**src/logic/link_setup_map.vh**
```
// Register offsets, field positions and reset values of the link setup block
`ifndef LINK_SETUP_MAP_VH
`define LINK_SETUP_MAP_VH
`define CTRL_OFS        4'h0
`define LCTL_OFS        4'h4
`define STAT_OFS        4'h8
`define ADV_OFS         4'hC
`define MODE_INT_PHY    2'h0
`define MODE_SGMII      2'h2
`define MODE_SERDES     2'h3
`define SPEED_1000      2'h2
`define CTRL_FD_BIT     0
`define CTRL_LINKUP_BIT  1
`define CTRL_FSPEED_BIT  2
`define CTRL_FDUPLEX_BIT 3
`define CTRL_RXFC_BIT    4
`define CTRL_TXFC_BIT    5
`define CTRL_SPD_LSB    6
`define CTRL_MODE_LSB   8
`define LCTL_AN_BIT     0
`define LCTL_FLINK_BIT  1
`define LCTL_FSIG_BIT   2
`define LCTL_FLINKV_BIT 3
`define LCTL_FDUPV_BIT  4
`define LCTL_FSPDV_LSB  5
`define ADV_FD_BIT      5
`define ADV_HD_BIT      6
`define CTRL_RESET      10'h000
`define LCTL_RESET      7'h00
`define ADV_RESET       16'h0060
`define RESP_OKAY       2'h0
`define RESP_SLVERR     2'h2
`endif
```
**src/logic/link_setup.v**
```verilog
// Link setup resolution: duplex, speed and link-up from controls and PHY/PCS inputs
// Functional notes
// - Link mode 11b selects external SerDes link setup.
// - Link mode 10b selects external SGMII link setup.
// - Internal PHY unforced: duplex comes from PHY indication, software bit ignored.
// - Internal PHY unforced: speed comes from PHY indication and is reported.
// - Internal PHY forced: status shows software duplex and speed values.
// - Internal PHY: link-up is PHY link AND set-link-up control.
// - Fully forced: link-up shows 1 from set-link-up and forced link, unverified. Code: set-link-up AND no signal loss; forced link unused.
// - SerDes/SGMII autoneg: duplex from priority resolution of advert vs partner.
// - Autoneg on: set-link-up and PCS force controls are ignored. FORCED_SPEED_VALUE is still driven out ungated.
// - Autoneg on: status duplex shows resolved duplex.
// - SerDes autoneg: link-up follows autoneg-complete flag.
// - SerDes: speed always 1000, status speed code 10b.
// - SerDes: control speed and forced speed value ignored.
// - Autoneg off: link-up needs no signal loss and set-link-up.
// - Autoneg off: status duplex shows control duplex bit.
// - SGMII autoneg: speed from SGMII indication after link-up.
// - Forced SGMII: status speed shows control speed field.
//
// Chosen here: the AXI4-Lite interface to the registers and the register offsets.
`timescale 1ns/1ps
`include "link_setup_map.vh"
module link_setup (
    input  wire        SYS_CLK,
    input  wire        RESET_N,
    input  wire [3:0]  S_AXI_AWADDR,
    input  wire        S_AXI_AWVALID,
    output wire        S_AXI_AWREADY,
    input  wire [31:0] S_AXI_WDATA,
    input  wire [3:0]  S_AXI_WSTRB,
    input  wire        S_AXI_WVALID,
    output wire        S_AXI_WREADY,
    output reg  [1:0]  S_AXI_BRESP,
    output reg         S_AXI_BVALID,
    input  wire        S_AXI_BREADY,
    input  wire [3:0]  S_AXI_ARADDR,
    input  wire        S_AXI_ARVALID,
    output wire        S_AXI_ARREADY,
    output reg  [31:0] S_AXI_RDATA,
    output reg  [1:0]  S_AXI_RRESP,
    output reg         S_AXI_RVALID,
    input  wire        S_AXI_RREADY,
    input  wire        PHY_LINK,
    input  wire        PHY_DUPLEX_INDICATION,
    input  wire [1:0]  PHY_SPEED_INDICATION,
    input  wire        AUTONEG_DONE_FLAG,
    input  wire [15:0] PARTNER_ABILITY_REG,
    input  wire        SIGNAL_LOST_IND,
    input  wire [1:0]  SGMII_SPEED_INDICATION,
    output reg         LINK_UP_STATUS,
    output reg         DUPLEX_STATUS,
    output reg  [1:0]  SPEED_STATUS,
    output wire        RX_FLOW_CTL_ENABLE,
    output wire        TX_FLOW_CTL_ENABLE,
    output wire        PCS_FORCE_LINK,
    output wire        FORCED_SIGNAL_DETECT,
    output wire        FORCED_LINK_VALUE,
    output wire        FORCED_DUPLEX_VALUE,
    output wire [1:0]  FORCED_SPEED_VALUE
);

    reg  [9:0]  ctrl_r;
    reg  [6:0]  lctl_r;
    reg  [15:0] local_advert_reg_r;
    reg  [3:0]  awaddr_r;
    reg  [31:0] wdata_r;
    reg  [3:0]  wstrb_r;
    reg         aw_held_r;
    reg         w_held_r;

    reg         link_nxt;
    reg         duplex_nxt;
    reg  [1:0]  speed_nxt;
    reg         an_duplex;

    wire        full_duplex_bit  = ctrl_r[`CTRL_FD_BIT];
    wire        set_link_up_ctl  = ctrl_r[`CTRL_LINKUP_BIT];
    wire        force_speed_ctl  = ctrl_r[`CTRL_FSPEED_BIT];
    wire        force_duplex_ctl = ctrl_r[`CTRL_FDUPLEX_BIT];
    wire [1:0]  ctrl_speed       = ctrl_r[`CTRL_SPD_LSB +: 2];
    wire [1:0]  link_mode        = ctrl_r[`CTRL_MODE_LSB +: 2];
    wire        hw_autoneg_on    = lctl_r[`LCTL_AN_BIT];

    assign RX_FLOW_CTL_ENABLE   = ctrl_r[`CTRL_RXFC_BIT];
    assign TX_FLOW_CTL_ENABLE   = ctrl_r[`CTRL_TXFC_BIT];
    // PCS force controls reach the PCS only when autoneg is off
    assign PCS_FORCE_LINK       = lctl_r[`LCTL_FLINK_BIT] & ~hw_autoneg_on;
    assign FORCED_SIGNAL_DETECT = lctl_r[`LCTL_FSIG_BIT] & ~hw_autoneg_on;
    assign FORCED_LINK_VALUE    = lctl_r[`LCTL_FLINKV_BIT] & ~hw_autoneg_on;
    assign FORCED_DUPLEX_VALUE  = lctl_r[`LCTL_FDUPV_BIT] & ~hw_autoneg_on;
    // Passed through ungated; status never uses it, so it is ignored inside
    assign FORCED_SPEED_VALUE   = lctl_r[`LCTL_FSPDV_LSB +: 2];

    // Priority resolution: full duplex preferred when both ends offer it
    always @* begin
        an_duplex = local_advert_reg_r[`ADV_FD_BIT] & PARTNER_ABILITY_REG[`ADV_FD_BIT];
    end

    always @* begin
        link_nxt   = 1'b0;
        duplex_nxt = full_duplex_bit;
        speed_nxt  = ctrl_speed;
        if (link_mode == `MODE_SERDES || link_mode == `MODE_SGMII) begin
            if (hw_autoneg_on) begin
                duplex_nxt = an_duplex;
                if (link_mode == `MODE_SERDES) begin
                    link_nxt = AUTONEG_DONE_FLAG;
                end else begin
                    link_nxt = AUTONEG_DONE_FLAG;
                    // Speed held at last setting until SGMII link is up
                    speed_nxt = AUTONEG_DONE_FLAG ? SGMII_SPEED_INDICATION : SPEED_STATUS;
                end
            end else begin
                link_nxt   = ~SIGNAL_LOST_IND & set_link_up_ctl;
                duplex_nxt = full_duplex_bit;
                speed_nxt  = ctrl_speed;
            end
            if (link_mode == `MODE_SERDES) begin
                speed_nxt = `SPEED_1000;
            end
        end else begin
            // Internal PHY; forced link shows up unchecked when PHY forces its link
            link_nxt = PHY_LINK & set_link_up_ctl;
            if (force_duplex_ctl) begin
                duplex_nxt = full_duplex_bit;
            end else if (PHY_LINK) begin
                duplex_nxt = PHY_DUPLEX_INDICATION;
            end else begin
                duplex_nxt = DUPLEX_STATUS;
            end
            if (force_speed_ctl) begin
                speed_nxt = ctrl_speed;
            end else if (PHY_LINK) begin
                speed_nxt = PHY_SPEED_INDICATION;
            end else begin
                speed_nxt = SPEED_STATUS;
            end
        end
    end

    always @(posedge SYS_CLK) begin
        if (!RESET_N) begin
            LINK_UP_STATUS <= 1'b0;
            DUPLEX_STATUS  <= 1'b0;
            SPEED_STATUS   <= 2'h0;
        end else begin
            LINK_UP_STATUS <= link_nxt;
            DUPLEX_STATUS  <= duplex_nxt;
            SPEED_STATUS   <= speed_nxt;
        end
    end

    // AXI4-Lite slave: address and data latched separately, then one write
    wire do_write = aw_held_r & w_held_r & ~S_AXI_BVALID;
    assign S_AXI_AWREADY = ~aw_held_r & ~S_AXI_BVALID;
    assign S_AXI_WREADY  = ~w_held_r & ~S_AXI_BVALID;
    assign S_AXI_ARREADY = ~S_AXI_RVALID;

    always @(posedge SYS_CLK) begin
        if (!RESET_N) begin
            ctrl_r             <= `CTRL_RESET;
            lctl_r             <= `LCTL_RESET;
            local_advert_reg_r <= `ADV_RESET;
            awaddr_r           <= 4'h0;
            wdata_r            <= 32'h00000000;
            wstrb_r            <= 4'h0;
            aw_held_r          <= 1'b0;
            w_held_r           <= 1'b0;
            S_AXI_BVALID       <= 1'b0;
            S_AXI_BRESP        <= `RESP_OKAY;
        end else begin
            if (S_AXI_AWVALID && S_AXI_AWREADY) begin
                awaddr_r  <= S_AXI_AWADDR;
                aw_held_r <= 1'b1;
            end
            if (S_AXI_WVALID && S_AXI_WREADY) begin
                wdata_r  <= S_AXI_WDATA;
                wstrb_r  <= S_AXI_WSTRB;
                w_held_r <= 1'b1;
            end
            if (do_write) begin
                aw_held_r    <= 1'b0;
                w_held_r     <= 1'b0;
                S_AXI_BVALID <= 1'b1;
                S_AXI_BRESP  <= `RESP_OKAY;
                if (awaddr_r == `CTRL_OFS) begin
                    if (wstrb_r[0]) ctrl_r[7:0] <= wdata_r[7:0];
                    if (wstrb_r[1]) ctrl_r[9:8] <= wdata_r[9:8];
                end else if (awaddr_r == `LCTL_OFS) begin
                    if (wstrb_r[0]) lctl_r <= wdata_r[6:0];
                end else if (awaddr_r == `ADV_OFS) begin
                    if (wstrb_r[0]) local_advert_reg_r[7:0] <= wdata_r[7:0];
                    if (wstrb_r[1]) local_advert_reg_r[15:8] <= wdata_r[15:8];
                end else if (awaddr_r != `STAT_OFS) begin
                    S_AXI_BRESP <= `RESP_SLVERR;
                end
            end else if (S_AXI_BVALID && S_AXI_BREADY) begin
                S_AXI_BVALID <= 1'b0;
            end
        end
    end

    always @(posedge SYS_CLK) begin
        if (!RESET_N) begin
            S_AXI_RVALID <= 1'b0;
            S_AXI_RDATA  <= 32'h00000000;
            S_AXI_RRESP  <= `RESP_OKAY;
        end else if (S_AXI_ARVALID && S_AXI_ARREADY) begin
            S_AXI_RVALID <= 1'b1;
            S_AXI_RRESP  <= `RESP_OKAY;
            if (S_AXI_ARADDR == `CTRL_OFS) begin
                S_AXI_RDATA <= {22'h000000, ctrl_r};
            end else if (S_AXI_ARADDR == `LCTL_OFS) begin
                S_AXI_RDATA <= {25'h0000000, lctl_r};
            end else if (S_AXI_ARADDR == `STAT_OFS) begin
                S_AXI_RDATA <= {28'h0000000, SPEED_STATUS, LINK_UP_STATUS, DUPLEX_STATUS};
            end else if (S_AXI_ARADDR == `ADV_OFS) begin
                S_AXI_RDATA <= {16'h0000, local_advert_reg_r};
            end else begin
                S_AXI_RDATA <= 32'h00000000;
                S_AXI_RRESP <= `RESP_SLVERR;
            end
        end else if (S_AXI_RVALID && S_AXI_RREADY) begin
            S_AXI_RVALID <= 1'b0;
        end
    end

endmodule

```
**config.mk**
```make
export PLATFORM = sky130hd
export DESIGN_NAME = link_setup
export DESIGN_NICKNAME = d
export VERILOG_FILES = /design/src/logic/link_setup.v
export VERILOG_INCLUDE_DIRS = /design/src /design/src/logic
export SDC_FILE = /design/constraint.sdc
export NUM_CORES = 1
export LEC_CHECK = 0
export BUFFER_PORTS_ARGS = -buffer_cell sky130_fd_sc_hd__buf_2
export CAP_MARGIN = 20
export CELL_PAD_IN_SITES_DETAIL_PLACEMENT = 1
export CELL_PAD_IN_SITES_GLOBAL_PLACEMENT = 1
export CORE_MARGIN = 8
export CORE_UTILIZATION = 39
export CTS_CLUSTER_DIAMETER = 30
export DETAILED_ROUTE_END_ITERATION = 12
export PLACE_DENSITY_LB_ADDON = 0.1
export RECOVER_POWER = 100
export SYNTH_ARGS = -nofsm -noshare
export SYNTH_HDL_FRONTEND = slang
export SYNTH_SLANG_ARGS = --single-unit
```
**constraint.sdc**
```tcl
create_clock -name SYS_CLK -period 3.6 [get_ports SYS_CLK]
set_clock_uncertainty 0.1 [all_clocks]
set_input_delay 0.9 -clock SYS_CLK [delete_from_list [all_inputs] [get_ports SYS_CLK]]
set_output_delay 0.9 -clock SYS_CLK [all_outputs]
set_load 0.02 [all_outputs]
```
==> impl_metrics.py <==
metrics = {
    "synth": {
        "ys.flop_type": "dfxtp_1",
        "synthCells": 405,
        "yosys.area.top_type": "dfxtp_1",
        "synthTopCellsByCount": "nand2_1, dfxtp_1, mux2i_1",
        "synth_seq_area_share_pct": 44.8,
        "synth_most_common_cell": "nand2_1",
        "ys_ff_latch": 81,
        "synth-edff-count": 0,
        "yosysTopAreaCellShare_pct": 44.8,
        "synthTopCellsByArea": "dfxtp_1, mux2i_1, nand2_1",
        "yosysWarnings": 0,
        "avgSynthCellArea_um2": 8.93,
        "synth_cell_types": 47,
        "netlist_area_um2": 3620,
        "async_flop_share_pct": 0,
    },
    "clocking": {
        "cts-root-buf": "clkbuf_8",
        "cts_num_sinks": 81,
        "cts_tree": "built",
        "cts_max_path_buffers": 2,
        "clock_latency_ns": 0.35,
        "h-tree-depth": 3,
        "cts_resized": 0,
        "clk_pin_slew_ns": 0.09,
        "cts_buffers": 9,
        "cts_setup_buffers": 0,
        "cts_hold_buf": 0,
    },
    "timing": {
        "worst_pin_slew_ns": 1.28,
        "worst_slack_ns": 1.17,
        "slew_viol_final": 0,
        "fin_setup_tns_ns": 0,
        "hold_violations": 0,
        "rsz0062_at_grt": "false",
        "relSlewSlack_pct": 14.4,
        "min_period_ns": 2.43,
        "max_freq_ghz": 0.412,
        "setup-violations-final": 0,
        "finalCritPeriodShare_pct": 67.5,
    },
    "routing": {
        "dr_total_vias": 2945,
        "wl_um": 9520,
        "wl_met3_um": 483,
        "drc_errors": 0,
        "wl_met2_um": 4670,
        "drtAntennaViolNets": 0,
        "wl_met1_um": 4230,
        "drt_pre_antenna_iters": 4,
        "wl_per_cell_um": 16.4,
        "maxUsedRoutingLayer": "met4",
        "drt-initial-drc-count": 71,
        "avgViaCountPerCell": 5.07,
    },
    "pwr": {
        "power_leakage_nw": 1.67,
        "powerDensity_nw_per_um2": 428,
        "power.total_w": 0.00172,
        "ir_worst_vdd_mv": 0.191,
    },
    "global_routing": {
        "track_usage_pct": 15.4,
        "grt_pass1_wl_um": 15600,
        "grt-ovfl-total": 0,
        "grt_max_degree": 60,
        "first_global_vias": 3033,
        "antenna_found_initial": 0,
    },
    "worst_setup_path": {
        "crit_slowest_cell": "clkbuf_1",
        "reg2regPathDepth": 3,
        "cp_max_fo": 28,
        "path_cells": "buf_2, inv_1, clkbuf_1, nor3_1",
        "crit_path_max_incr_delay_ns": 1.00,
        "endpoint_kind": "flop",
        "arrival_ns": 2.52,
        "crit_required_ns": 3.69,
        "reg2reg_to": "ctrl_r[4]$_SDFFE_PN0P_",
        "reg2reg_from": "S_AXI_BVALID$_SDFFE_PN0P_",
        "worstSetupStartpointType": "primary input",
        "critPathKind": "in2reg",
        "r2r_slack_ns": 1.84,
    },
    "run_status": {
        "status": "completed",
    },
    "place": {
        "gp_congestion": 0.802,
        "place_area_um2": 3920,
        "io_buffers": 76,
        "placed_cells": 565,
        "pre_cts_slack_ns": 1.42,
        "dp_hpwl_um": 7060,
    },
    "floorplan": {
        "die_h_um": 112,
        "fp.dieArea_um2": 12600,
        "initial_core_util_pct": 39.7,
        "core_area_um2": 9110,
        "num_io_pins": 128,
        "fp-row-count": 35,
        "die_x_um": 112,
    },
    "min_path": {
        "hold_path_class": "reg2reg",
        "hold_end": "local_advert_reg_r[13]$_SDFFE_PN0P_",
        "holdPathStages": 2,
        "hold_start": "wdata_r[13]$_SDFFE_PN0P_",
    },
    "layout": {
        "nets": 540,
        "fillers": 1133,
        "area_growth_pct": 11.3,
        "n_antenna_cell": 0,
        "final_area_um2": 4030,
        "drive_gt1_share_pct": 14.7,
        "final_cells": 581,
    },
    "run": {
        "cap_viol_max_count": 0,
    },
}
==> power breakdown <==
group / total (W) / internal, W / switching [W] / leakage, nW
Sequential: 0.000946 / 0.000923 / 0.0000226 / 0.658
Combinational: 0.000186 / 0.0000615 / 0.000124 / 0.928
Clock: 0.000593 / 0.000252 / 0.000341 / 0.0827
Total: 0.00172 / 0.00124 / 0.000488 / 1.67
==> how the worst max path moves through the flow <==
stage                             endpoint              startpoint  slack [ns]  depth (start not counted)
5_1_grt              w_held_r$_SDFFE_PP0P_                 RESET_N        0.99                          4
4_1_cts                FORCED_DUPLEX_VALUE  lctl_r[0]$_SDFFE_PN0P_        1.36                          2
3_5_place_dp   S_AXI_RDATA[0]$_SDFFE_PN0P_                 RESET_N        1.42                          5
2_1_floorplan  S_AXI_RDATA[3]$_SDFFE_PN0P_         S_AXI_ARADDR[3]        1.62                          4
3_3_place_gp   S_AXI_RDATA[2]$_SDFFE_PN0P_                 RESET_N        1.44                          5
6_report             w_held_r$_SDFFE_PP0P_                 RESET_N        1.17                          4
==> cell usage in the layout (no fill, tap or decap), types with 2 or more instances in the layout <==
cell type,count
nor4_1,2
nor2_1,22
a2bb2oi_1,2
nand2_1,86
nor2b_1,6
nor3b_1,3
and3b_1,2
clkbuf_1,40
nor3_1,3
a22oi_1,4
o211ai_1,2
clkbuf_8,9
and2_0,2
a21oi_1,27
a221oi_1,3
conb_1,18
buf_2,39
nand3_1,11
mux2_2,9
dfxtp_1,81
o21ai_0,13
inv_1,5
clkinvlp_4,2
a32oi_1,9
mux2i_1,38
clkinv_2,2
nand2b_1,7
==> logic make-up (layout without fill, tap and decap cells) <==
kind of cell,Yosys count,after routing,synth area share (%)
simple gates,159,159,21.7
compound gates,65,65,11.3
buf+inv,52,100,8.82
mux,47,47,13.3
other cells,1,18,0.104
flops,81,81,44.8
==> per-layer routing <==
| metal | vias up | GRT usage (%) |
|---|---|---|
| met4 | 0 | 6.21 |
| met3 | 13 | 4.46 |
| met1 | 1399 | 18.0 |
| li1 | 1473 | - |
| met2 | 60 | 26.0 |
| met5 | - | 0 |
==> stage by stage <==
stage	hold WS, ns	utilization (%)
2_1_floorplan	0.331	-
3_3_place_gp	0.345	43.1
3_5_place_dp	0.349	43.1
4_1_cts	0.358	44.9
5_1_grt	0.372	44.2
6_report	0.356	44.2
==> area by class of cell <==
cell class | count | area (um2) | share of cell area, %
clock buffers | 10 | 128 | 3.17
clock inverters | 6 | 42.5 | 1.06
inverters | 5 | 18.8 | 0.466
multi-input cells | 289 | 1730 | 43.0
flip-flops and latches | 81 | 1620 | 40.2
well taps | 111 | 139 | 3.45
repair buffers | 79 | 347 | 8.60
==> sequential cells by signal (all words and copies together), names as in the netlist <==
register,flops
SPEED_STATUS,2
lctl_r,7
ctrl_r,10
S_AXI_RRESP,1
S_AXI_BRESP,1
wstrb_r,2
aw_held_r,1
awaddr_r,4
S_AXI_RDATA,16
S_AXI_RVALID,1
local_advert_reg_r,16
LINK_UP_STATUS,1
wdata_r,16
w_held_r,1
DUPLEX_STATUS,1
S_AXI_BVALID,1
==> critical path: cells and delay by family <==
| kind | cells | cell delay (ns) |
|---|---|---|
| buffers and inverters | 3 | 1.47 |
| AND/OR/NAND/NOR | 1 | 0.14 |
Power figures use the tool's default switching activity.
